==> src/vct_pkg.sv <==
package vct_pkg;

   // ==========================================================
   // Register map
   localparam logic [7:0] VCT_OFS_START_DELAY = 8'h05;
   localparam logic [7:0] VCT_OFS_CLAMP_LEN   = 8'h06;
   localparam logic [7:0] VCT_OFS_CLAMP_SEL   = 8'h11;
   localparam int         VCT_SEL_LSB         = 4;

   // ==========================================================
   // Reset values
   localparam logic [7:0] VCT_RST_START_DELAY = 8'h08;
   localparam logic [7:0] VCT_RST_CLAMP_LEN   = 8'h14;
   localparam logic [2:0] VCT_RST_CLAMP_SEL   = 3'h0;
   localparam logic [7:0] VCT_RST_TRIM        = 8'h00;

   // ==========================================================
   // Clamp targets and trim limits
   localparam logic [7:0] VCT_CODE_GROUND     = 8'h00;
   localparam logic [7:0] VCT_CODE_MID        = 8'h80;
   localparam logic [7:0] VCT_TRIM_MAX        = 8'h7F;
   localparam logic [7:0] VCT_TRIM_MIN        = 8'h80;

   // ==========================================================
   // Serial bus device address, value is arbitrary
   localparam logic [6:0] VCT_DEV_ADDR        = 7'h2A;

   // ==========================================================
   // Types
   typedef enum logic [1:0] {CL_IDLE, CL_WAIT, CL_ON} vct_clamp_st_t;

   typedef enum logic [3:0] {
      SB_IDLE, SB_ADDR, SB_A_ACK, SB_PTR, SB_P_ACK,
      SB_WDATA, SB_W_ACK, SB_RDATA, SB_R_ACK
   } vct_ser_st_t;

   typedef struct packed {
      logic       en;
      logic [7:0] addr;
      logic [7:0] data;
   } vct_wr_t;

   typedef struct packed {
      logic [7:0] start_delay;
      logic [7:0] clamp_len;
      logic [2:0] mid_sel;
   } vct_regs_t;

   typedef struct packed {
      vct_ser_st_t st;
      logic        scl_p;
      logic        sda_p;
      logic [7:0]  sh;
      logic [2:0]  bitc;
      logic        got8;
      logic        rw;
      logic [7:0]  ptr;
      logic        sda_o;
      logic        sda_oe;
      vct_wr_t     wr;
   } vct_ser_t;

   typedef struct packed {
      vct_regs_t        regs;
      vct_clamp_st_t    st;
      logic [7:0]       cnt;
      logic [7:0]       lim;
      logic             hs_p;
      logic             clamp;
      logic [2:0][7:0]  trim;
   } vct_core_t;

endpackage

==> src/vct_serial_slave.sv <==
`timescale 1ns/10ps
module vct_serial_slave
   import vct_pkg::*;
(
   // Clock and reset
   input  wire logic       clk,
   input  wire logic       rst,
   // Serial bus pins
   input  wire logic       scl_i,
   input  wire logic       sda_i,
   output logic            sda_o,
   output logic            sda_oe,
   // Register access
   output vct_wr_t         wr,
   output logic [7:0]      rd_addr,
   input  wire logic [7:0] rd_data
);

   vct_ser_t s_q;
   vct_ser_t s_d;
   logic     rise;
   logic     fall;
   logic     start;
   logic     stop;

   // ==========================================================
   // Bus state machine
   always_comb begin
      s_d       = s_q;
      s_d.scl_p = scl_i;
      s_d.sda_p = sda_i;
      s_d.wr.en = 1'b0;
      rise      = scl_i & ~s_q.scl_p;
      fall      = ~scl_i & s_q.scl_p;
      start     = s_q.scl_p & scl_i & s_q.sda_p & ~sda_i;
      stop      = s_q.scl_p & scl_i & ~s_q.sda_p & sda_i;
      if (start) begin
         s_d.st     = SB_ADDR;
         s_d.bitc   = 3'h0;
         s_d.got8   = 1'b0;
         s_d.sda_oe = 1'b0;
      end else if (stop) begin
         s_d.st     = SB_IDLE;
         s_d.sda_oe = 1'b0;
      end else begin
         case (s_q.st)
            SB_ADDR, SB_PTR, SB_WDATA: begin
               if (rise) begin
                  s_d.sh   = {s_q.sh[6:0], sda_i};
                  s_d.bitc = s_q.bitc + 3'h1;
                  s_d.got8 = (s_q.bitc == 3'h7);
               end else if (fall && s_q.got8) begin
                  s_d.got8   = 1'b0;
                  s_d.sda_oe = 1'b1;
                  if (s_q.st == SB_ADDR) begin
                     // Other devices' addresses are left alone
                     if (s_q.sh[7:1] == VCT_DEV_ADDR) begin
                        s_d.rw = s_q.sh[0];
                        s_d.st = SB_A_ACK;
                     end else begin
                        s_d.sda_oe = 1'b0;
                        s_d.st     = SB_IDLE;
                     end
                  end else if (s_q.st == SB_PTR) begin
                     s_d.ptr = s_q.sh;
                     s_d.st  = SB_P_ACK;
                  end else begin
                     s_d.wr = '{en: 1'b1, addr: s_q.ptr, data: s_q.sh};
                     s_d.st = SB_W_ACK;
                  end
               end
            end
            SB_A_ACK: begin
               if (fall) begin
                  s_d.bitc = 3'h0;
                  if (s_q.rw) begin
                     s_d.sh     = rd_data;
                     s_d.sda_oe = ~rd_data[7];
                     s_d.st     = SB_RDATA;
                  end else begin
                     s_d.sda_oe = 1'b0;
                     s_d.st     = SB_PTR;
                  end
               end
            end
            SB_P_ACK, SB_W_ACK: begin
               if (fall) begin
                  s_d.sda_oe = 1'b0;
                  s_d.bitc   = 3'h0;
                  s_d.st     = SB_WDATA;
                  if (s_q.st == SB_W_ACK) begin
                     s_d.ptr = s_q.ptr + 8'h01;
                  end
               end
            end
            SB_RDATA: begin
               if (fall) begin
                  if (s_q.bitc == 3'h7) begin
                     s_d.sda_oe = 1'b0;
                     s_d.st     = SB_R_ACK;
                  end else begin
                     s_d.bitc   = s_q.bitc + 3'h1;
                     s_d.sh     = {s_q.sh[6:0], 1'b0};
                     s_d.sda_oe = ~s_q.sh[6];
                  end
               end
            end
            SB_R_ACK: begin
               if (rise) begin
                  // A missing acknowledge ends the read
                  if (sda_i) begin
                     s_d.st = SB_IDLE;
                  end else begin
                     s_d.ptr  = s_q.ptr + 8'h01;
                     s_d.got8 = 1'b1;
                  end
               end else if (fall && s_q.got8) begin
                  s_d.got8   = 1'b0;
                  s_d.bitc   = 3'h0;
                  s_d.sh     = rd_data;
                  s_d.sda_oe = ~rd_data[7];
                  s_d.st     = SB_RDATA;
               end
            end
            default: begin
               s_d.st = SB_IDLE;
            end
         endcase
      end
   end

   always_ff @(posedge clk) begin
      if (rst) begin
         s_q       <= '0;
         s_q.st    <= SB_IDLE;
         s_q.scl_p <= 1'b1;
         s_q.sda_p <= 1'b1;
      end else begin
         s_q <= s_d;
      end
   end

   assign sda_o   = s_q.sda_o;
   assign sda_oe  = s_q.sda_oe;
   assign wr      = s_q.wr;
   assign rd_addr = s_q.ptr;

endmodule

==> src/vct_clamp_top.sv <==
`timescale 1ns/10ps
// Summary of operation
// - Clamp begins after start-delay pixel periods from the hsync trailing edge.
// - Clamp stays active for clamp-length pixel periods, then ends.
// - Start delay and clamp length are 8-bit settings, 0 to 255.
// - Timing counts pixel clock periods derived from hsync.
// - Ground-clamped channel trims offset so black converts to code zero.
// - Midscale-clamped channel trims offset toward the midscale code.
// - Three independent level select bits sit in bits 4 to 6 of one register.
module vct_clamp_top
   import vct_pkg::*;
(
   // Clock and reset
   input  wire logic            clk,
   input  wire logic            rst,
   // Video timing
   input  wire logic            hsync_i,
   input  wire logic            pix_ce,
   input  wire logic [2:0][7:0] adc_code,
   // Serial bus pins
   input  wire logic            scl_i,
   input  wire logic            sda_i,
   output logic                 sda_o,
   output logic                 sda_oe,
   // Clamp outputs
   output logic                 clamp_o,
   output logic [2:0]           mid_sel_o,
   output logic [2:0][7:0]      offset_trim
);

   vct_core_t  c_q;
   vct_core_t  c_d;
   vct_wr_t    wr;
   logic [7:0] rd_addr;
   logic [7:0] rd_data;
   logic       hs_fall;

   // ==========================================================
   // Helpers
   function automatic logic hit(input logic [7:0] cnt, input logic [7:0] lim);
      logic [7:0] n;
      n   = cnt + 8'h01;
      hit = (n == lim);
   endfunction

   // One step toward the target, saturating at the signed limits
   function automatic logic [7:0] step(input logic [7:0] trim,
                                       input logic [7:0] code,
                                       input logic [7:0] target);
      step = trim;
      if (code > target && trim != VCT_TRIM_MIN) begin
         step = trim - 8'h01;
      end else if (code < target && trim != VCT_TRIM_MAX) begin
         step = trim + 8'h01;
      end
   endfunction

   // ==========================================================
   // Register port
   vct_serial_slave u_bus (
      .clk     (clk),
      .rst     (rst),
      .scl_i   (scl_i),
      .sda_i   (sda_i),
      .sda_o   (sda_o),
      .sda_oe  (sda_oe),
      .wr      (wr),
      .rd_addr (rd_addr),
      .rd_data (rd_data)
   );

   always_comb begin
      if (rd_addr == VCT_OFS_START_DELAY) begin
         rd_data = c_q.regs.start_delay;
      end else if (rd_addr == VCT_OFS_CLAMP_LEN) begin
         rd_data = c_q.regs.clamp_len;
      end else if (rd_addr == VCT_OFS_CLAMP_SEL) begin
         rd_data = {1'b0, c_q.regs.mid_sel, 4'h0};
      end else begin
         rd_data = 8'h00;
      end
   end

   // ==========================================================
   // Clamp timing and level loop
   assign hs_fall = c_q.hs_p & ~hsync_i;

   always_comb begin
      c_d      = c_q;
      c_d.hs_p = hsync_i;
      if (wr.en) begin
         if (wr.addr == VCT_OFS_START_DELAY) begin
            c_d.regs.start_delay = wr.data;
         end else if (wr.addr == VCT_OFS_CLAMP_LEN) begin
            c_d.regs.clamp_len = wr.data;
         end else if (wr.addr == VCT_OFS_CLAMP_SEL) begin
            c_d.regs.mid_sel = wr.data[VCT_SEL_LSB +: 3];
         end
      end
      // The edge takes priority so a long clamp never runs into the next line
      if (hs_fall) begin
         c_d.cnt = 8'h00;
         // Limits latched per phase, so a mid-line write cannot strand the count
         if (c_q.regs.start_delay != 8'h00) begin
            c_d.st    = CL_WAIT;
            c_d.lim   = c_q.regs.start_delay;
            c_d.clamp = 1'b0;
         end else if (c_q.regs.clamp_len != 8'h00) begin
            c_d.st    = CL_ON;
            c_d.lim   = c_q.regs.clamp_len;
            c_d.clamp = 1'b1;
         end else begin
            c_d.st    = CL_IDLE;
            c_d.clamp = 1'b0;
         end
      end else if (pix_ce) begin
         case (c_q.st)
            CL_WAIT: begin
               c_d.cnt = c_q.cnt + 8'h01;
               if (hit(c_q.cnt, c_q.lim)) begin
                  c_d.cnt   = 8'h00;
                  c_d.lim   = c_q.regs.clamp_len;
                  c_d.st    = (c_q.regs.clamp_len != 8'h00) ? CL_ON : CL_IDLE;
                  c_d.clamp = (c_q.regs.clamp_len != 8'h00);
               end
            end
            CL_ON: begin
               c_d.cnt = c_q.cnt + 8'h01;
               for (int i = 0; i < 3; i++) begin
                  c_d.trim[i] = step(c_q.trim[i], adc_code[i],
                     c_q.regs.mid_sel[i] ? VCT_CODE_MID : VCT_CODE_GROUND);
               end
               if (hit(c_q.cnt, c_q.lim)) begin
                  c_d.st    = CL_IDLE;
                  c_d.clamp = 1'b0;
               end
            end
            default: begin
               c_d.st = CL_IDLE;
            end
         endcase
      end
   end

   always_ff @(posedge clk) begin
      if (rst) begin
         c_q                  <= '0;
         c_q.st               <= CL_IDLE;
         c_q.regs.start_delay <= VCT_RST_START_DELAY;
         c_q.regs.clamp_len   <= VCT_RST_CLAMP_LEN;
         c_q.regs.mid_sel     <= VCT_RST_CLAMP_SEL;
         c_q.trim             <= {3{VCT_RST_TRIM}};
      end else begin
         c_q <= c_d;
      end
   end

   assign clamp_o     = c_q.clamp;
   assign mid_sel_o   = c_q.regs.mid_sel;
   assign offset_trim = c_q.trim;
endmodule

==> config.mk <==
export PLATFORM = sky130hd
export DESIGN_NAME = vct_clamp_top
export DESIGN_NICKNAME = d
export VERILOG_FILES = /design/src/vct_pkg.sv /design/src/vct_serial_slave.sv /design/src/vct_clamp_top.sv
export SDC_FILE = /design/constraint.sdc
export NUM_CORES = 1
export LEC_CHECK = 0
export ABC_CLOCK_PERIOD_IN_PS = 3600
export BUFFER_PORTS_ARGS = -buffer_cell sky130_fd_sc_hd__buf_2
export CAP_MARGIN = 20
export CORE_UTILIZATION = 60
export CTS_BUF_LIST = sky130_fd_sc_hd__clkbuf_8
export DETAILED_ROUTE_END_ITERATION = 8
export PLACE_DENSITY = 0.78
export SYNTH_ARGS = -nofsm -noshare
export SYNTH_HDL_FRONTEND = slang
export SYNTH_SLANG_ARGS = --single-unit
==> constraint.sdc <==
create_clock -name clk -period 3.6 [get_ports clk]
set_input_delay 0.18 -clock clk [delete_from_list [all_inputs] [get_ports clk]]
set_output_delay 0.18 -clock clk [all_outputs]
set_load 0.005 [all_outputs]
==> results.yml, run 1 <==
run_status:
  run_status: "complete, no violations"
sta:
  finalHoldViolCount: 0
  max_slew_margin: 0.423
  fin_tns_setup_ns: 0
  final_min_period_over_clock_period: 0.877
  clock-skew-final_ns: 0.00572
  finalWorstPathRequiredPeriod_ns: 3.16
  setup-violations-final: 0
  drv_slew: 0
  rsz0062_at_grt: "false"
  max_slew.worst_pin.slew_ns: 0.860
  fmax_mhz: 317
  slack_of_the_critical_path_ns: 0.443
finish:
  area_delta_synth_final_pct: 5.63
  final_net_count: 909
  commonest_cells_after_routing_fill_and_taps_aside: "121 x sky130_fd_sc_hd__nor2_1, 108 x sky130_fd_sc_hd__dfxtp_1, 58 x sky130_fd_sc_hd__buf_2"
  fin_util: 0.658
  insertedDiodeCount: 0
  final_cell_area_um2: 7220
  layout-drive-gt1-share: 0.121
  mostFrequentLayoutCell: "sky130_fd_sc_hd__nor2_1"
global_routing:
  initial_antenna_violation_count: 0
  grt_use_total: 0.285
  number_of_global_route_vias_before_repair: 5664
  grt_first_pass_wirelength_mm: 26.8
  grt_overflow: 0
  grt_start_max_net_pins: 62
synthesis:
  synthesized_area_divided_by_synthesized_cell_count_um2: 8.17
  synth_edf_count: 0
  seq_area_frac_synth: 0.316
  ys_async_sr_fraction: 0
  ys_seq_elements: 108
  gate_count_of_the_mapped_netlist: 837
  mappedNetlistArea_um2: 6840
  ys_dominant_reg_cell: "sky130_fd_sc_hd__dfxtp_1"
  netlist-cell-type-count: 76
  syn_nets: 899
  yosysWarningCount: 0
floorplan:
  dieArea_um2: 11800
  die_y_um: 109
  rows: 38
  boundaryPins: 60
  core-area_um2: 11000
  floorplan.initialDensity: 0.623
  fp.dieW_um: 109
cts:
  h-tree-depth: 3
  clock_sinks: 108
  tritoncts: "done"
  cts-resized-gates: 0
  numCtsBuffers: 9
  clock_path_buffers: 2
  clk_root_buffer_cell: "sky130_fd_sc_hd__clkbuf_8"
  cts_hold_repair.buffers: 0
  clk-insertion-delay-late_ns: 0.39
  cts_post_setup_buffers_inserted: 0
  path_clk_slew_ns: 0.10
setup_path:
  setup.worst_path.end_class: "register"
  crit_path_arrival_time_ns: 3.45
  worst_path_most_repeated_cell: "sky130_fd_sc_hd__a21oi_1"
  path_cells: "ha_1 > nor4b_1 > a21oi_1 > ha_1 > a21o_1 > a21oi_1 > o211ai_1 > a21oi_1 > nand3b_1 > mux2_2"
  cpLargestDelayFamily: "compound AO/OA/AOI/OAI gates"
  cp.required_ns: 3.89
  crit_path_top_delay_cell: "sky130_fd_sc_hd__a21oi_1"
  cp.buffers_inverters: 0
  critPathMaxFanout: 10
  cp_slowest_stage_delay_ns: 0.66
  worst-setup-path-type: "register to register"
  crit_path_start_kind: "register"
route:
  drt.antenna.violating_nets: 0
  drt_pass1_iterations: 5
  number_of_violations_reported_at_the_end_of_detailed_routing_iteration_0: 499
  vias_per_cell: 6.19
  routed-via-count: 6136
  average_wire_per_standard_cell_um: 16.4
  post_route_drc: 0
  drt_wl_total_mm: 16.2
job:
  drv.max_cap_violation_count: 0
power_and_ir_drop:
  switchingPower_uw: 693
  powerDensity_nw_per_um2: 341
  total_leakage_power_nw: 3.07
  fin_total_pwr_mw: 2.46
  sw_frac_of_total: 0.281
  max-vdd-ir-drop_mv: 0.277
  clock_power_share: 0.344
  pwr-share-comb: 0.133
  p_seq_frac: 0.523
  p_int_mw: 1.77
worst_hold_path:
  worstHoldPathType: "input port to register"
placed_design:
  gp_congestion: 0.874
  post-dp-hpwl_mm: 11.6
  place_worst_setup_slack_ns: 0.458
  io_buffers: 58
  postPlaceCellArea_um2: 6990
==> through the flow <==
| stage | hold slack, ns | std cells |
|---|---|---|
| 6_report | 0.0224 | 992 |
| 3_5_place_dp | 0.422 | 976 |
| 5_1_grt | 0.0248 | 992 |
| 2_1_floorplan | 0.287 | 837 |
| 3_3_place_gp | 0.416 | 976 |
| 4_1_cts | 0.00178 | 992 |
==> synth_stat cells, types with 3 or more instances <==
cell                       count  area share
sky130_fd_sc_hd__nor3_1       28       0.020
sky130_fd_sc_hd__a22oi_1       3      0.0033
sky130_fd_sc_hd__ha_1         29       0.053
sky130_fd_sc_hd__mux2_2        3      0.0049
sky130_fd_sc_hd__and3_1        8      0.0073
sky130_fd_sc_hd__a31oi_1      13       0.012
sky130_fd_sc_hd__o21ai_0      32       0.023
sky130_fd_sc_hd__nand2b_1     11       0.010
sky130_fd_sc_hd__o211ai_1      9      0.0099
sky130_fd_sc_hd__nand3b_1      5      0.0055
sky130_fd_sc_hd__o31ai_1       3      0.0033
sky130_fd_sc_hd__fa_1          3      0.0088
sky130_fd_sc_hd__inv_1        30       0.016
sky130_fd_sc_hd__a21o_1       10       0.011
sky130_fd_sc_hd__clkbuf_1     25       0.014
sky130_fd_sc_hd__o21a_1        3      0.0033
sky130_fd_sc_hd__a21oi_1      46       0.034
sky130_fd_sc_hd__buf_4        28       0.031
sky130_fd_sc_hd__dfxtp_1     108        0.32
sky130_fd_sc_hd__nand3_1      18       0.013
sky130_fd_sc_hd__nor4b_1       6      0.0077
sky130_fd_sc_hd__xnor2_1      23       0.029
sky130_fd_sc_hd__nand4b_1      4      0.0051
sky130_fd_sc_hd__buf_2        11      0.0080
sky130_fd_sc_hd__o211a_1       7       0.010
sky130_fd_sc_hd__nor2b_1      13       0.012
sky130_fd_sc_hd__nor2_1      121       0.066
sky130_fd_sc_hd__mux2i_1      54       0.079
sky130_fd_sc_hd__a211oi_1     20       0.022
sky130_fd_sc_hd__or3_1         6      0.0055
sky130_fd_sc_hd__a32oi_1       4      0.0051
sky130_fd_sc_hd__a31o_2        3      0.0038
sky130_fd_sc_hd__or4_1         3      0.0033
sky130_fd_sc_hd__xor2_1        8       0.010
sky130_fd_sc_hd__or2_2         4      0.0037
sky130_fd_sc_hd__nor4_1       15       0.014
sky130_fd_sc_hd__nand2_1      51       0.028
sky130_fd_sc_hd__nand4_1       9      0.0082
sky130_fd_sc_hd__nor3b_1      10       0.011
sky130_fd_sc_hd__buf_1         4      0.0022
==> worst register-to-register path: stages (launching register included) <==
cell	delay, ns
sky130_fd_sc_hd__dfxtp_1	0.40
sky130_fd_sc_hd__ha_1	0.25
sky130_fd_sc_hd__nor4b_1	0.14
sky130_fd_sc_hd__a21oi_1	0.66
sky130_fd_sc_hd__ha_1	0.37
sky130_fd_sc_hd__a21o_1	0.17
sky130_fd_sc_hd__a21oi_1	0.26
sky130_fd_sc_hd__o211ai_1	0.18
sky130_fd_sc_hd__a21oi_1	0.16
sky130_fd_sc_hd__nand3b_1	0.14
sky130_fd_sc_hd__mux2_2	0.33
==> sequential cells by signal, summed over array words and instances, names as in the netlist <==
register and flops:
clamp_o 1, c_q 35, u_bus.s_q 19, mid_sel_o 3
u_bus.wr 17, u_bus.rd_addr 8, offset_trim 24, u_bus.sda_oe 1
==> routing by layer <==
layer,routed length (µm),vias to the layer above,GRT usage
li1,-,3006,-
met1,7110,2892,0.369
met2,7880,218,0.481
met3,1030,20,0.0586
met4,215,0,0.0782
met5,0,-,0
==> logic make-up after synthesis <==
logic type               after synthesis  synth area share
AND/OR/NAND/NOR                      324             0.239
AO/OA/AOI/OAI                        185             0.186
flip-flops                           108             0.316
buffers and inverters                 99            0.0728
multiplexers                          57            0.0840
adder cells (fa/ha/maj)               32            0.0618
XOR/XNOR                              31            0.0397
other                                  1          0.000548
==> power groups by stage <==
stage / clock, mW / combinational (mW) / sequential (mW)
6_report: 0.849 / 0.327 / 1.29
4_1_cts: 0.873 / 0.322 / 1.29
2_1_floorplan: 0 / 0.263 / 1.27
3_3_place_gp: 0 / 0.311 / 1.31
5_1_grt: 0.919 / 0.362 / 1.29
3_5_place_dp: 0 / 0.320 / 1.31
==> path summary, 6_finish.rpt <==
path	from	to	slack, ns	depth (start not counted)
min	hsync_i	c_q[25]	0.02	2
max	mid_sel_o[1]	offset_trim[15]	0.44	10
min reg2reg	clamp_o	clamp_o	0.47	2
max reg2reg	mid_sel_o[1]	offset_trim[15]	0.44	10
==> layout make-up <==
class                      count  area (µm²)
clock buffer                  10         138
clock inverter                 6        92.6
fill                         947        3760
inverter                      30         113
multi-input combinational    630        4180
sequential                   108        2160
tap                          140         175
timing repair buffer          68         365
No activity file was read; power rests on OpenSTA's default activity.
==> run 2, diff against run 1 <==
--- a/config.mk
+++ b/config.mk
@@ -8,8 +8,9 @@
 export ABC_CLOCK_PERIOD_IN_PS = 3600
 export BUFFER_PORTS_ARGS = -buffer_cell sky130_fd_sc_hd__buf_2
 export CAP_MARGIN = 20
-export CORE_UTILIZATION = 60
-export CTS_BUF_LIST = sky130_fd_sc_hd__clkbuf_8
+export CELL_PAD_IN_SITES_DETAIL_PLACEMENT = 1
+export CELL_PAD_IN_SITES_GLOBAL_PLACEMENT = 2
+export CORE_UTILIZATION = 36
 export DETAILED_ROUTE_END_ITERATION = 8
 export PLACE_DENSITY = 0.78
 export SYNTH_ARGS = -nofsm -noshare
==> results.yml, run 2 (synthesis gave the netlist of run 1 again) <==
setup_path:
  path_cells: "ha_1 > nor4b_1 > a21oi_1 > ha_1 > a21o_1 > a21oi_1 > o211ai_1 > a21oi_1 > nand3b_1 > mux2_2"
  worst-setup-path-type: "register to register"
  crit_path_arrival_time_ns: 3.51
  worst_path_most_repeated_cell: "sky130_fd_sc_hd__a21oi_1"
  cp_slowest_stage_delay_ns: 0.73
  critPathMaxFanout: 10
  critical_path_cell_count: 10
  cpLargestDelayFamily: "compound AO/OA/AOI/OAI gates"
  cp.required_ns: 3.85
  crit_path_start_kind: "register"
  setup.worst_path.end_class: "register"
  cp.buffers_inverters: 0
  crit_path_top_delay_cell: "sky130_fd_sc_hd__a21oi_1"
  timing.reg2reg.worst_path_depth: 10
sta:
  worst_hold_slack_ns: 0.0556
  final_min_period_over_clock_period: 0.906
  fin_tns_setup_ns: 0
  clock-skew-final_ns: 0.0124
  finalHoldViolCount: 0
  drv_slew: 0
  setup-violations-final: 0
  fmax_mhz: 307
  finalWorstPathRequiredPeriod_ns: 3.26
  max_slew.worst_pin.slew_ns: 0.921
  max_slew_margin: 0.386
  rsz0062_at_grt: "false"
  slack_of_the_critical_path_ns: 0.338
finish:
  area_delta_synth_final_pct: 9.57
  largest_register_ffs: 35
  register_area_um2: 2160
  final_net_count: 914
  fin_util: 0.402
  commonest_cells_after_routing_fill_and_taps_aside: "121 x sky130_fd_sc_hd__nor2_1, 108 x sky130_fd_sc_hd__dfxtp_1, 58 x sky130_fd_sc_hd__buf_2"
  insertedDiodeCount: 0
  fillerInstances: 2274
  multi_input_comb_area_um2: 4180
  layout-drive-gt1-share: 0.126
  largest_register: "c_q"
  mostFrequentLayoutCell: "sky130_fd_sc_hd__nor2_1"
route:
  vias_per_cell: 5.71
  drt_pass1_iterations: 4
  average_wire_per_standard_cell_um: 17.6
  post_route_drc: 0
  routed-via-count: 6233
  number_of_violations_reported_at_the_end_of_detailed_routing_iteration_0: 398
  drt_wl_total_mm: 19.2
  drt.antenna.violating_nets: 0
cts:
  numCtsBuffers: 9
  cts_post_setup_buffers_inserted: 0
  h-tree-depth: 3
  tritoncts: "done"
  cts-resized-gates: 0
  path_clk_slew_ns: 0.08
  clock_sinks: 108
  clk-insertion-delay-late_ns: 0.36
  clk_root_buffer_cell: "sky130_fd_sc_hd__clkbuf_16"
  cts_hold_repair.buffers: 0
  clock_path_buffers: 2
floorplan:
  dieArea_um2: 19600
  floorplan.initialDensity: 0.367
  fp.dieW_um: 140
  rows: 50
  core-area_um2: 18600
  die_y_um: 140
  boundaryPins: 60
power_and_ir_drop:
  max-vdd-ir-drop_mv: 0.215
  powerDensity_nw_per_um2: 370
  total_leakage_power_nw: 3.15
  fin_total_pwr_mw: 2.77
placed_design:
  gp_congestion: 0.851
  io_buffers: 58
  post-dp-hpwl_mm: 14.1
  place_worst_setup_slack_ns: 0.378
global_routing:
  grt_overflow: 0
  grt_use_total: 0.202
  grt_start_max_net_pins: 64
  grt_first_pass_wirelength_mm: 32.1
  initial_antenna_violation_count: 0
  number_of_global_route_vias_before_repair: 6337
run_status:
  run_status: "complete, no violations"
worst_hold_path:
  worstHoldPathType: "input port to register"
  min_path_cells: 2
job:
  drv.max_cap_violation_count: 0
-- run 2: area by class of cell --
cell class	count	share of cell area
Tap cell	234	0.0391
Inverter	30	0.0150
Clock buffer	10	0.0319
Clock inverter	6	0.0124
Sequential cell	108	0.289
Multi-Input combinational cell	630	0.558
Timing Repair Buffer	73	0.0554
-- run 2: routing by layer --
| metal | vias to the layer above | GRT usage | share of wire |
|---|---|---|---|
| met1 | 3094 | 0.258 | 0.47 |
| met3 | 14 | 0.0213 | 0.026 |
| li1 | 3029 | - | - |
| met2 | 96 | 0.359 | 0.49 |
| met4 | 0 | 0.0567 | 0.011 |
| met5 | - | 0 | 0 |
-- run 2: power by group --
group / total [mW] / switching, mW / internal [mW]
combinational: 0.360 / 0.222 / 0.138
sequential: 1.28 / 0.0540 / 1.23
clock: 1.13 / 0.498 / 0.635
total: 2.77 / 0.774 / 2.00
-- run 2: final timing paths --
kind / from / to / slack (ns)
setup / recovery: mid_sel_o[1] / offset_trim[15] / 0.34
hold / removal: hsync_i / c_q[25] / 0.06
setup reg to reg: mid_sel_o[1] / offset_trim[15] / 0.34
hold reg to reg: clamp_o / clamp_o / 0.47
-- run 2: worst register-to-register path, stage by stage (launching register included) --
cell and delay [ns]:
sky130_fd_sc_hd__dfxtp_1 0.39, sky130_fd_sc_hd__ha_1 0.24, sky130_fd_sc_hd__nor4b_1 0.14, sky130_fd_sc_hd__a21oi_1 0.73
sky130_fd_sc_hd__ha_1 0.38, sky130_fd_sc_hd__a21o_1 0.18, sky130_fd_sc_hd__a21oi_1 0.31, sky130_fd_sc_hd__o211ai_1 0.19
sky130_fd_sc_hd__a21oi_1 0.14, sky130_fd_sc_hd__nand3b_1 0.13, sky130_fd_sc_hd__mux2_2 0.33
-- run 2: stage by stage --
| stage | area [µm²] | instances |
|---|---|---|
| 4_1_cts | 7490 | 1090 |
| 6_report | 7490 | 1091 |
| 2_1_floorplan | 6840 | 837 |
| 5_1_grt | 7490 | 1091 |
| 3_5_place_dp | 7150 | 1074 |
| 3_3_place_gp | 7150 | 1073 |
